### src/design/umh_pkg.sv
// Shared constants and types of the two-port modem handshake block
package umh_pkg;

  localparam int AXI_AW = 8;
  localparam int AXI_DW = 32;
  localparam int NUM_PORTS = 2;
  localparam int NUM_LINES = 4;
  localparam int MSTAT_W = 2 * NUM_LINES;
  localparam int MCTL_W = 5;
  localparam int IER_W = 4;
  localparam int PORT_BIT = 4;

  // Byte addresses of the register map
  localparam logic [AXI_AW-1:0] OFF_MCTL = 8'h00;
  localparam logic [AXI_AW-1:0] OFF_MSTAT = 8'h04;
  localparam logic [AXI_AW-1:0] OFF_IER = 8'h08;
  localparam logic [AXI_AW-1:0] PORT_STRIDE = 8'h10;
  localparam logic [AXI_AW-1:0] PORT_AREA_END = 8'h20;
  localparam logic [AXI_AW-1:0] OFF_ISTAT = 8'h20;
  localparam logic [AXI_AW-1:0] OFF_IEN = 8'h24;
  localparam logic [AXI_AW-1:0] OFF_ICLR = 8'h28;

  // Field positions
  localparam int MCTL_TERM_BIT = 0;
  localparam int MCTL_REQ_BIT = 1;
  localparam int MCTL_LOOP_BIT = 4;
  localparam int IER_MODEM_BIT = 3;

  // Reset values
  localparam logic [MCTL_W-1:0] MCTL_RST = 5'h00;
  localparam logic [IER_W-1:0] IER_RST = 4'h0;
  localparam logic [NUM_PORTS-1:0] IRQ_RST = 2'h0;
  localparam logic [NUM_LINES-1:0] PINS_IDLE = 4'hf;
  localparam logic [MSTAT_W-1:0] MSTAT_RST = 8'h00;

  localparam logic [1:0] RESP_OKAY = 2'h0;
  localparam logic [1:0] RESP_SLVERR = 2'h2;

  typedef enum logic [2:0] {
    SEL_NONE, SEL_MCTL, SEL_MSTAT, SEL_IER, SEL_ISTAT, SEL_IEN, SEL_ICLR
  } umh_sel_t;

endpackage : umh_pkg

### src/design/umh_port_sync.sv
// One port's input synchroniser, change detector and modem status byte
`timescale 1ns/1ps
`default_nettype none
module umh_port_sync
(
  input wire logic i_core_clk,
  input wire logic i_sys_rst,
  input wire logic [umh_pkg::NUM_LINES-1:0] i_pins_n,
  input wire logic i_mstat_rd,
  output logic [umh_pkg::MSTAT_W-1:0] o_mstat,
  output logic o_change
);
  import umh_pkg::*;

  logic [NUM_LINES-1:0] s1_reg;
  logic [NUM_LINES-1:0] s2_reg;
  logic [NUM_LINES-1:0] s3_reg;
  logic [NUM_LINES-1:0] filt_reg;
  logic [NUM_LINES-1:0] filt_next;
  logic [NUM_LINES-1:0] rise;
  logic [NUM_LINES-1:0] delta_next;
  logic [MSTAT_W-1:0] mstat_next;
  logic change_next;

  always_comb
  begin
    // A line moves only once the second and third stages agree
    filt_next = (s3_reg & ~(s2_reg ^ s3_reg)) | (filt_reg & (s2_reg ^ s3_reg));
    rise = ~filt_reg & filt_next;
    // A rising pin in the read cycle still sets its flag
    delta_next = (o_mstat[NUM_LINES-1:0] & ~{NUM_LINES{i_mstat_rd}}) | rise;
    mstat_next = {~filt_next, delta_next};
    change_next = |(filt_reg ^ filt_next);
  end

  always_ff @(posedge i_core_clk)
  begin
    if (i_sys_rst)
    begin
      s1_reg <= PINS_IDLE;
      s2_reg <= PINS_IDLE;
      s3_reg <= PINS_IDLE;
      filt_reg <= PINS_IDLE;
      o_mstat <= MSTAT_RST;
      o_change <= 1'b0;
    end
    else
    begin
      s1_reg <= i_pins_n;
      s2_reg <= s1_reg;
      s3_reg <= s2_reg;
      filt_reg <= filt_next;
      o_mstat <= mstat_next;
      o_change <= change_next;
    end
  end
endmodule : umh_port_sync
`default_nettype wire

### src/design/umh_modem_hs.sv
// Two-port modem handshake block with an AXI4-Lite register slave
//
// Local design decisions: register access over AXI4-Lite and the address map.
`timescale 1ns/1ps
`default_nettype none
module umh_modem_hs
(
  input wire logic i_core_clk,
  input wire logic i_sys_rst,
  input wire logic [umh_pkg::AXI_AW-1:0] i_s_axi_awaddr,
  input wire logic i_s_axi_awvalid,
  output logic o_s_axi_awready,
  input wire logic [umh_pkg::AXI_DW-1:0] i_s_axi_wdata,
  input wire logic [umh_pkg::AXI_DW/8-1:0] i_s_axi_wstrb,
  input wire logic i_s_axi_wvalid,
  output logic o_s_axi_wready,
  output logic [1:0] o_s_axi_bresp,
  output logic o_s_axi_bvalid,
  input wire logic i_s_axi_bready,
  input wire logic [umh_pkg::AXI_AW-1:0] i_s_axi_araddr,
  input wire logic i_s_axi_arvalid,
  output logic o_s_axi_arready,
  output logic [umh_pkg::AXI_DW-1:0] o_s_axi_rdata,
  output logic [1:0] o_s_axi_rresp,
  output logic o_s_axi_rvalid,
  input wire logic i_s_axi_rready,
  input wire logic i_clear_send_n_port1,
  input wire logic i_set_ready_n_port1,
  input wire logic i_ring_ind_n_port1,
  input wire logic i_carrier_det_n_port1,
  input wire logic i_clear_send_n_port2,
  input wire logic i_set_ready_n_port2,
  input wire logic i_ring_ind_n_port2,
  input wire logic i_carrier_det_n_port2,
  output logic o_term_ready_n_port1,
  output logic o_term_ready_n_port2,
  output logic o_req_send_n_port1,
  output logic o_req_send_n_port2,
  output logic o_irq_port1,
  output logic o_irq_port2,
  output logic o_irq
);
  import umh_pkg::*;

  // Register select from a byte address
  function automatic umh_sel_t decode_sel(input logic [AXI_AW-1:0] a);
    logic [AXI_AW-1:0] off;
    off = a & ~PORT_STRIDE;
    if (a == OFF_ISTAT)
      return SEL_ISTAT;
    if (a == OFF_IEN)
      return SEL_IEN;
    if (a == OFF_ICLR)
      return SEL_ICLR;
    if (a >= PORT_AREA_END)
      return SEL_NONE;
    if (off == OFF_MCTL)
      return SEL_MCTL;
    if (off == OFF_MSTAT)
      return SEL_MSTAT;
    if (off == OFF_IER)
      return SEL_IER;
    return SEL_NONE;
  endfunction : decode_sel

  function automatic logic port_of(input logic [AXI_AW-1:0] a);
    return a[PORT_BIT];
  endfunction : port_of

  // Bus slave state
  logic aw_held_reg;
  logic aw_held_next;
  logic [AXI_AW-1:0] awaddr_reg;
  logic [AXI_AW-1:0] awaddr_next;
  logic w_held_reg;
  logic w_held_next;
  logic [AXI_DW-1:0] wdata_reg;
  logic [AXI_DW-1:0] wdata_next;
  logic wstrb0_reg;
  logic wstrb0_next;
  logic awready_next;
  logic wready_next;
  logic bvalid_next;
  logic [1:0] bresp_next;
  logic arready_next;
  logic rvalid_next;
  logic [AXI_DW-1:0] rdata_next;
  logic [1:0] rresp_next;
  logic do_wr;
  logic ar_fire;
  umh_sel_t wsel;
  umh_sel_t rsel;

  // Register file state
  logic [NUM_PORTS-1:0][MCTL_W-1:0] mctl_reg;
  logic [NUM_PORTS-1:0][MCTL_W-1:0] mctl_next;
  logic [NUM_PORTS-1:0][IER_W-1:0] ier_reg;
  logic [NUM_PORTS-1:0][IER_W-1:0] ier_next;
  logic [NUM_PORTS-1:0] istat_reg;
  logic [NUM_PORTS-1:0] istat_next;
  logic [NUM_PORTS-1:0] ien_reg;
  logic [NUM_PORTS-1:0] ien_next;
  logic [NUM_PORTS-1:0] clr;
  logic [NUM_PORTS-1:0] mstat_rd;
  logic [NUM_PORTS-1:0] term_n_reg;
  logic [NUM_PORTS-1:0] term_n_next;
  logic [NUM_PORTS-1:0] rts_n_reg;
  logic [NUM_PORTS-1:0] rts_n_next;
  logic irq_next;

  // Per-port status from the synchronisers
  logic [NUM_PORTS-1:0][NUM_LINES-1:0] pins_n;
  logic [NUM_PORTS-1:0][MSTAT_W-1:0] mstat;
  logic [NUM_PORTS-1:0] chg;

  assign pins_n[0] = {i_carrier_det_n_port1, i_ring_ind_n_port1,
                      i_set_ready_n_port1, i_clear_send_n_port1};
  assign pins_n[1] = {i_carrier_det_n_port2, i_ring_ind_n_port2,
                      i_set_ready_n_port2, i_clear_send_n_port2};

  genvar p;
  generate
    for (p = 0; p < NUM_PORTS; p++)
    begin : g_port
      umh_port_sync u_sync
      (
        .i_core_clk(i_core_clk),
        .i_sys_rst(i_sys_rst),
        .i_pins_n(pins_n[p]),
        .i_mstat_rd(mstat_rd[p]),
        .o_mstat(mstat[p]),
        .o_change(chg[p])
      );
    end
  endgenerate

  assign do_wr = aw_held_reg && w_held_reg && !o_s_axi_bvalid;
  assign ar_fire = i_s_axi_arvalid && o_s_axi_arready;
  assign wsel = decode_sel(awaddr_reg);
  assign rsel = decode_sel(i_s_axi_araddr);

  // Bus slave: address and data taken in either order, one of each held
  always_comb
  begin
    aw_held_next = aw_held_reg;
    awaddr_next = awaddr_reg;
    w_held_next = w_held_reg;
    wdata_next = wdata_reg;
    wstrb0_next = wstrb0_reg;
    bvalid_next = o_s_axi_bvalid;
    bresp_next = o_s_axi_bresp;
    rvalid_next = o_s_axi_rvalid;
    rdata_next = o_s_axi_rdata;
    rresp_next = o_s_axi_rresp;
    mstat_rd = '0;
    if (i_s_axi_awvalid && o_s_axi_awready)
    begin
      aw_held_next = 1'b1;
      awaddr_next = i_s_axi_awaddr;
    end
    if (i_s_axi_wvalid && o_s_axi_wready)
    begin
      w_held_next = 1'b1;
      wdata_next = i_s_axi_wdata;
      wstrb0_next = i_s_axi_wstrb[0];
    end
    if (o_s_axi_bvalid && i_s_axi_bready)
      bvalid_next = 1'b0;
    if (do_wr)
    begin
      aw_held_next = 1'b0;
      w_held_next = 1'b0;
      bvalid_next = 1'b1;
      bresp_next = (wsel == SEL_NONE) ? RESP_SLVERR : RESP_OKAY;
    end
    if (o_s_axi_rvalid && i_s_axi_rready)
      rvalid_next = 1'b0;
    if (ar_fire)
    begin
      rvalid_next = 1'b1;
      rresp_next = RESP_OKAY;
      case (rsel)
        SEL_MCTL: rdata_next = AXI_DW'(mctl_reg[port_of(i_s_axi_araddr)]);
        SEL_MSTAT:
        begin
          rdata_next = AXI_DW'(mstat[port_of(i_s_axi_araddr)]);
          mstat_rd[port_of(i_s_axi_araddr)] = 1'b1;
        end
        SEL_IER: rdata_next = AXI_DW'(ier_reg[port_of(i_s_axi_araddr)]);
        SEL_ISTAT: rdata_next = AXI_DW'(istat_reg);
        SEL_IEN: rdata_next = AXI_DW'(ien_reg);
        SEL_ICLR: rdata_next = '0;
        default:
        begin
          rdata_next = '0;
          rresp_next = RESP_SLVERR;
        end
      endcase
    end
    awready_next = !aw_held_next && !bvalid_next;
    wready_next = !w_held_next && !bvalid_next;
    arready_next = !rvalid_next;
  end

  always_ff @(posedge i_core_clk)
  begin
    if (i_sys_rst)
    begin
      aw_held_reg <= 1'b0;
      awaddr_reg <= '0;
      w_held_reg <= 1'b0;
      wdata_reg <= '0;
      wstrb0_reg <= 1'b0;
      o_s_axi_awready <= 1'b0;
      o_s_axi_wready <= 1'b0;
      o_s_axi_bvalid <= 1'b0;
      o_s_axi_bresp <= RESP_OKAY;
      o_s_axi_arready <= 1'b0;
      o_s_axi_rvalid <= 1'b0;
      o_s_axi_rdata <= '0;
      o_s_axi_rresp <= RESP_OKAY;
    end
    else
    begin
      aw_held_reg <= aw_held_next;
      awaddr_reg <= awaddr_next;
      w_held_reg <= w_held_next;
      wdata_reg <= wdata_next;
      wstrb0_reg <= wstrb0_next;
      o_s_axi_awready <= awready_next;
      o_s_axi_wready <= wready_next;
      o_s_axi_bvalid <= bvalid_next;
      o_s_axi_bresp <= bresp_next;
      o_s_axi_arready <= arready_next;
      o_s_axi_rvalid <= rvalid_next;
      o_s_axi_rdata <= rdata_next;
      o_s_axi_rresp <= rresp_next;
    end
  end

  // Register file, handshake outputs and interrupt status
  always_comb
  begin
    mctl_next = mctl_reg;
    ier_next = ier_reg;
    ien_next = ien_reg;
    clr = '0;
    if (do_wr && wstrb0_reg)
    begin
      case (wsel)
        SEL_MCTL: mctl_next[port_of(awaddr_reg)] = wdata_reg[MCTL_W-1:0];
        SEL_IER: ier_next[port_of(awaddr_reg)] = wdata_reg[IER_W-1:0];
        SEL_IEN: ien_next = wdata_reg[NUM_PORTS-1:0];
        SEL_ICLR: clr = wdata_reg[NUM_PORTS-1:0];
        default: clr = '0;
      endcase
    end
    for (int i = 0; i < NUM_PORTS; i++)
    begin
      // Loopback forces both modem outputs inactive
      term_n_next[i] = !mctl_next[i][MCTL_TERM_BIT] || mctl_next[i][MCTL_LOOP_BIT];
      rts_n_next[i] = !mctl_next[i][MCTL_REQ_BIT] || mctl_next[i][MCTL_LOOP_BIT];
      // A change in the clearing cycle keeps the bit set
      istat_next[i] = (istat_reg[i] && !clr[i])
                    || (chg[i] && ier_reg[i][IER_MODEM_BIT]);
    end
    irq_next = |(istat_next & ien_next);
  end

  always_ff @(posedge i_core_clk)
  begin
    if (i_sys_rst)
    begin
      mctl_reg <= {NUM_PORTS{MCTL_RST}};
      ier_reg <= {NUM_PORTS{IER_RST}};
      ien_reg <= IRQ_RST;
      istat_reg <= IRQ_RST;
      term_n_reg <= '1;
      rts_n_reg <= '1;
      o_irq <= 1'b0;
    end
    else
    begin
      mctl_reg <= mctl_next;
      ier_reg <= ier_next;
      ien_reg <= ien_next;
      istat_reg <= istat_next;
      term_n_reg <= term_n_next;
      rts_n_reg <= rts_n_next;
      o_irq <= irq_next;
    end
  end

  assign o_term_ready_n_port1 = term_n_reg[0];
  assign o_term_ready_n_port2 = term_n_reg[1];
  assign o_req_send_n_port1 = rts_n_reg[0];
  assign o_req_send_n_port2 = rts_n_reg[1];
  assign o_irq_port1 = istat_reg[0];
  assign o_irq_port2 = istat_reg[1];

  function automatic logic [NUM_PORTS-1:0] ier_mod_bits();
    logic [NUM_PORTS-1:0] b;
    for (int i = 0; i < NUM_PORTS; i++)
      b[i] = ier_reg[i][IER_MODEM_BIT];
    return b;
  endfunction : ier_mod_bits

  generate
    for (p = 0; p < NUM_PORTS; p++)
    begin : g_chk

    end
  endgenerate
endmodule : umh_modem_hs
`default_nettype wire

### config.mk
export PLATFORM = sky130hd
export DESIGN_NAME = umh_modem_hs
export DESIGN_NICKNAME = d
export VERILOG_FILES = /design/src/design/umh_pkg.sv /design/src/design/umh_port_sync.sv /design/src/design/umh_modem_hs.sv
export SDC_FILE = /design/constraint.sdc
export NUM_CORES = 1
export LEC_CHECK = 0
export BUFFER_PORTS_ARGS = -buffer_cell sky130_fd_sc_hd__buf_2
export CORE_ASPECT_RATIO = 2
export CORE_MARGIN = 1.5
export CORE_UTILIZATION = 36
export DETAILED_ROUTE_END_ITERATION = 10
export GPL_TIMING_DRIVEN = 0
export PLACE_DENSITY = 0.55
export SLEW_MARGIN = 30
export SYNTH_ARGS = -nofsm -noshare
export SYNTH_HDL_FRONTEND = slang
export SYNTH_SLANG_ARGS = --single-unit
### constraint.sdc
create_clock -name i_core_clk -period 3.8 [get_ports i_core_clk]
set_input_delay 0.38 -clock i_core_clk [delete_from_list [all_inputs] [get_ports i_core_clk]]
set_output_delay 0.38 -clock i_core_clk [all_outputs]
set_load 0.02 [all_outputs]
[Word-level counts from Yosys, hierarchy flattened]
Cells that the tools add are included.
Widths: inputs -> output; s select.
Word-level totals
  output and inout port bits: 48
  input port bits: 67
  logic and storage cells: 252
  bits in registers: 134
Operators by class
  multiplexer cells: 123
  bitwise gates (word level): 25
  equality and inequality tests: 20
  order comparisons: 6
  reduce and logical (&&, ||, !) cells: 42
Operator list (count)
  $mux 3: 34
  $mux 1: 65
  $eq 8x6->1 const B: 6
  $pmux 8 s5: 1
  $and 4x4->4: 8
  $not 4->4: 8
  $mux 10: 2
  $ge 8x6->1 const B: 2
  $logic_and 1x1->1: 16
  $logic_not 8->1: 2
  $mux 2: 8
  $mux 8: 2
  $or 4x4->4: 4
  $xor 4x4->4: 4
  $eq 3x3->1 const B: 5
  $mux 5: 3
  $eq 7x3->1 const B: 2
  $eq 7x4->1 const B: 2
  $mux 4: 3
  $logic_not 1->1: 11
  $bwmux 10: 1
  $eq 3x2->1 const B: 3
  $bwmux 8: 1
  $reduce_or 4->1: 2
  other kinds (12): 21

[Longest topological paths before layout]
  depth in word-level cells: 38
  depth in mapped cells: 6
  gate-level depth less buffers: 4

[Cells and area by module]
From an unflattened synthesis, not the netlist that was laid out.
Second synthesis, totals
  cells, all modules: 449
  area total of the unflattened synthesis: 4361.7 µm²
Modules (own cells, without submodules)
  umh_modem_hs: cells each 305, instances 1, sequential area each 1161.1 µm², area each 2755.1 µm²
  umh_port_sync: cells each 72, instances 2, sequential area each 500.5 µm², area each 803.3 µm²

[Least setup slack after synthesis]
Ideal clock, no wire load.
  kind: reg-to-reg
  start: register o_s_axi_bvalid
  end: register rts_n_reg[1]
  clock period less this slack: 1601 ps
  stages on the path, launching flop included: 7
  arrival time: 1473 ps
  data required time: 3672 ps
  buffers on the path: 2
  library setup time: 128 ps
  slack: 2199 ps
  cell sequence: dfxtp_1 -> and3b_1 -> buf_6 -> nand4_2 -> or3b_1 -> buf_6 -> mux2i_1
On the way
  cells in the longest elaborated chain, start to end: 6
RTL lines
  start: declaration: RTL line umh_modem_hs.sv:18  | output logic o_s_axi_bvalid,
  start signal: assignment: RTL line umh_modem_hs.sv:232  | o_s_axi_bvalid <= bvalid_next;
  $logic_not 1->1 *: RTL line umh_modem_hs.sv:137  | assign do_wr = aw_held_reg && w_held_reg && !o_s_axi_bvalid;
  $logic_and 1x1->1 *: RTL line umh_modem_hs.sv:137
  $logic_and 1x1->1 *: RTL line umh_modem_hs.sv:248  | if (do_wr && wstrb0_reg)
  $mux 10 *: RTL line umh_modem_hs.sv:248
  $logic_not 1->1: RTL line umh_modem_hs.sv:262  | rts_n_next[i] = !mctl_next[i][MCTL_REQ_BIT] || mctl_next[i][MCTL_LOOP_BIT];
  $logic_or 1x1->1 *: RTL line umh_modem_hs.sv:262
  end signal: assignment: RTL line umh_modem_hs.sv:289  | rts_n_reg <= rts_n_next;
  end: declaration: RTL line umh_modem_hs.sv:107  | logic [NUM_PORTS-1:0] rts_n_reg;
Mark *: on every way between the ends. The rest lies on a longest branch, timed or not.
A chain may end at the register's enable or synchronous reset.

[Final worst setup path]
  start: input port i_sys_rst
  end: register istat_reg[0]
RTL lines
  start: declaration: RTL line umh_modem_hs.sv:9  | input wire logic i_sys_rst,
  end signal: assignment: RTL line umh_modem_hs.sv:287  | istat_reg <= istat_next;
  end: declaration: RTL line umh_modem_hs.sv:99  | logic [NUM_PORTS-1:0] istat_reg;
No word-level cell between the ends.

==> out/summary.txt <==
outcome - finished, final reports clean
first-pass GRT wire length - 15.86 mm
CTS Root Cell - clkbuf_16
Worst-path clk slew - 0.08 ns
initial core utilization - 36.84%
Top Ports - 115
max-cap violations - 0
top-area cell type share of the netlist area - 48.69%
clock skew - 0.006782 ns
critical path required time - 4.02 ns
die height - 160.1 um
worst slack at placement - 1.514 ns
initial antenna violation count - 0
Post-synth EDFFs - 0
PwrDens - 429.1 mW/mm^2
synth top area cells - dfxtp_1 49%, mux2i_1 6.8%, buf_4 4.6%
final hold vios - 0
Final period util - 49.78%
R2R depth - 5
GRT overflow - 0
Top FF cell, synth - dfxtp_1
Hold Startpoint - i_set_ready_n_port2
post-CTS sizing - 0
Pint - 1.705 mW
Synth Area per Inst - 9.890 um^2
crit path kind - in -> reg
WHS Endpoint - g_port[1].u_sync.s1_reg[1]$_SDFF_PP1_
Syn-to-layout area delta - 19.16%
Fillers - 1207
combinational power share - 7.8%
CTS max path bufs - 2
ys async rst share - 0%
Vias - 3281
r2r endpoint - o_irq$_SDFF_PP0_
Psw - 0.5660 mW
placed wire-length estimate - 7.910 mm
leak pwr - 2.295 nW
slew margin rel. - 58.66%
Largest register FFs - 16
vias in the first global route - 3269
1st-pass router iterations - 4
CTS Buf Count - 9
post-route setup slack - 1.908 ns
Hold Crit Depth - 2
Routed Antenna Nets - 0
core outline area - 0.01205 mm^2
fmax - 528.6 MHz
TritonCTS clock tree - built
Slew @ Worst Pin - 0.6200 ns
gr usage total - 16.20%
Arr. time, crit path - 2.11 ns
element type at the critical path end - flip-flop
largest net degree at the start of global routing - 20
row count - 57
DP Area - 0.004999 mm^2
DRT iter0 DRCs - 116
Sw Ratio - 24.93%
Design Area, Final - 0.005291 mm^2
vias per cell - 4.734
I/O Buffers - 56
Clk pwr share - 40.6%
Pins Over Slew Limit - 0
FF+latch count, synth - 108
layout cell share with drive strength beyond 1 - 26.92%
most common cell in the synthesized netlist - dfxtp_1
DRC - 0
Hold Crit Class - in -> reg
Post-Syn Instances - 449
wire per inst - 14.33 um
ant diodes - 0
FF-to-FF setup slack - 2.03 ns
CTS sink count - 108
commonest cells in the synthesized netlist - 108 x dfxtp_1, 32 x nand2_1, 30 x mux2i_1
final setup fails - 0
sequential-to-total area share from yosys stat - 48.69%
sequential power share - 51.6%
DIE AREA - 0.01305 mm^2
unrepaired setup endpoints after global routing - false
Yosys warnings - 0
min Tclk post-route - 1.892 ns
Worst VDD drop - 0.2609 mV
Die W - 81.53 um
# Post-CTS Setup Buffers - 0
Worst Setup Start Kind - input pin
mapped cell area - 0.004441 mm^2
Nets - 616
critical path fanouts, max - 10
final WL - 9.929 mm
gpl congestion - 0.7837
Skew-Pair Late Insertion Delay - 0.35 ns
H-tree depth - 3
Synth area leader - dfxtp_1
Post-Route Setup TNS - 0 ns
hold buffer count at CTS - 0
library cells used by synthesis - 53
reg2reg start - awaddr_reg[3]$_SDFFE_PP0P_
## power groups by stage
stage,Combinational [mW],Clock [mW],Sequential (mW)
global route,0.194,0.981,1.18
finish,0.176,0.922,1.17
floorplan,0.120,0,1.20
detailed placement,0.177,0,1.20
global placement,0.176,0,1.20
CTS,0.177,0.935,1.17
## layer usage
metal	routed length (um)	vias to the layer above	GRT usage [%]
li1	-	1651	-
met1	3649	1512	16.24
met2	5365	89	29.38
met3	432	29	3.029
met4	481	0	9.718
met5	0	-	0
## cells in the final DEF (no fill, tap or decap), types with 3 or more instances in the layout
cell type,instances
a22oi_1,4
nor2_1,23
a21oi_1,27
nand4_1,6
mux2_2,4
nand2_1,32
nand2b_1,27
nor3b_1,7
buf_4,27
nor4_1,3
ha_1,8
mux4_2,4
o21ai_0,7
a2bb2oi_1,3
buf_2,59
inv_1,22
maj3_1,8
clkbuf_1,14
inv_6,3
mux2i_1,30
dfxtp_1,108
clkbuf_16,9
and2_1,4
conb_1,26
nand3_1,9
nor3_1,3
or2_2,28
## worst max-delay path by stage
stage	from	depth (start not counted)	slack, ns	endpoint
3_5_place_dp	i_sys_rst	5	1.51	istat_reg[0]$_SDFF_PP0_
3_3_place_gp	i_sys_rst	5	1.49	istat_reg[0]$_SDFF_PP0_
4_1_cts	i_sys_rst	5	1.87	istat_reg[0]$_SDFF_PP0_
2_1_floorplan	o_s_axi_bvalid$_SDFF_PP0_	6	2.20	rts_n_reg[1]$_SDFF_PP1_
5_1_grt	i_sys_rst	5	1.72	wdata_reg[1]$_SDFFE_PP0P_
6_report	i_sys_rst	5	1.91	istat_reg[0]$_SDFF_PP0_
## metrics by stage
stage | util, % | cells | hold slack [ns] | power (mW)
after floorplan | - | 474 | 0.3895 | 1.320
after global placement | 41.47 | 677 | 0.3911 | 1.374
after detailed placement | 41.47 | 677 | 0.3948 | 1.376
after CTS | 43.90 | 693 | 0.1968 | 2.285
after global routing | 43.90 | 693 | 0.1943 | 2.350
final | 43.90 | 693 | 0.2036 | 2.271
## cell families (layout without fill, tap and decap cells)
family | Yosys count | after routing | share of synthesized area [%]
flops | 108 | 108 | 48.69
mux | 38 | 38 | 9.806
fa+ha+maj | 16 | 16 | 4.058
buf+inv | 70 | 142 | 8.622
simple gates | 162 | 162 | 21.25
compound gates | 54 | 54 | 7.495
other cells | 1 | 26 | 0.08445
## worst max-delay path: stages
cell	delay, ns
buf_2	0.17
clkbuf_1	0.44
clkbuf_1	0.45
clkbuf_1	0.54
nor2_1	0.11
## cell type report
cell class / instances / area (um^2) / share of cell area [%]
multi-input combinational: 296 / 1989 / 37.60
inverter: 22 / 82.58 / 1.561
buffer: 48 / 300.3 / 5.675
clock inverter: 6 / 53.80 / 1.017
tap: 147 / 183.9 / 3.476
clock buffer: 10 / 239.0 / 4.516
sequential: 108 / 2162 / 40.86
timing repair buffer: 56 / 280.3 / 5.297
No activity file was read; power rests on OpenSTA's default activity.
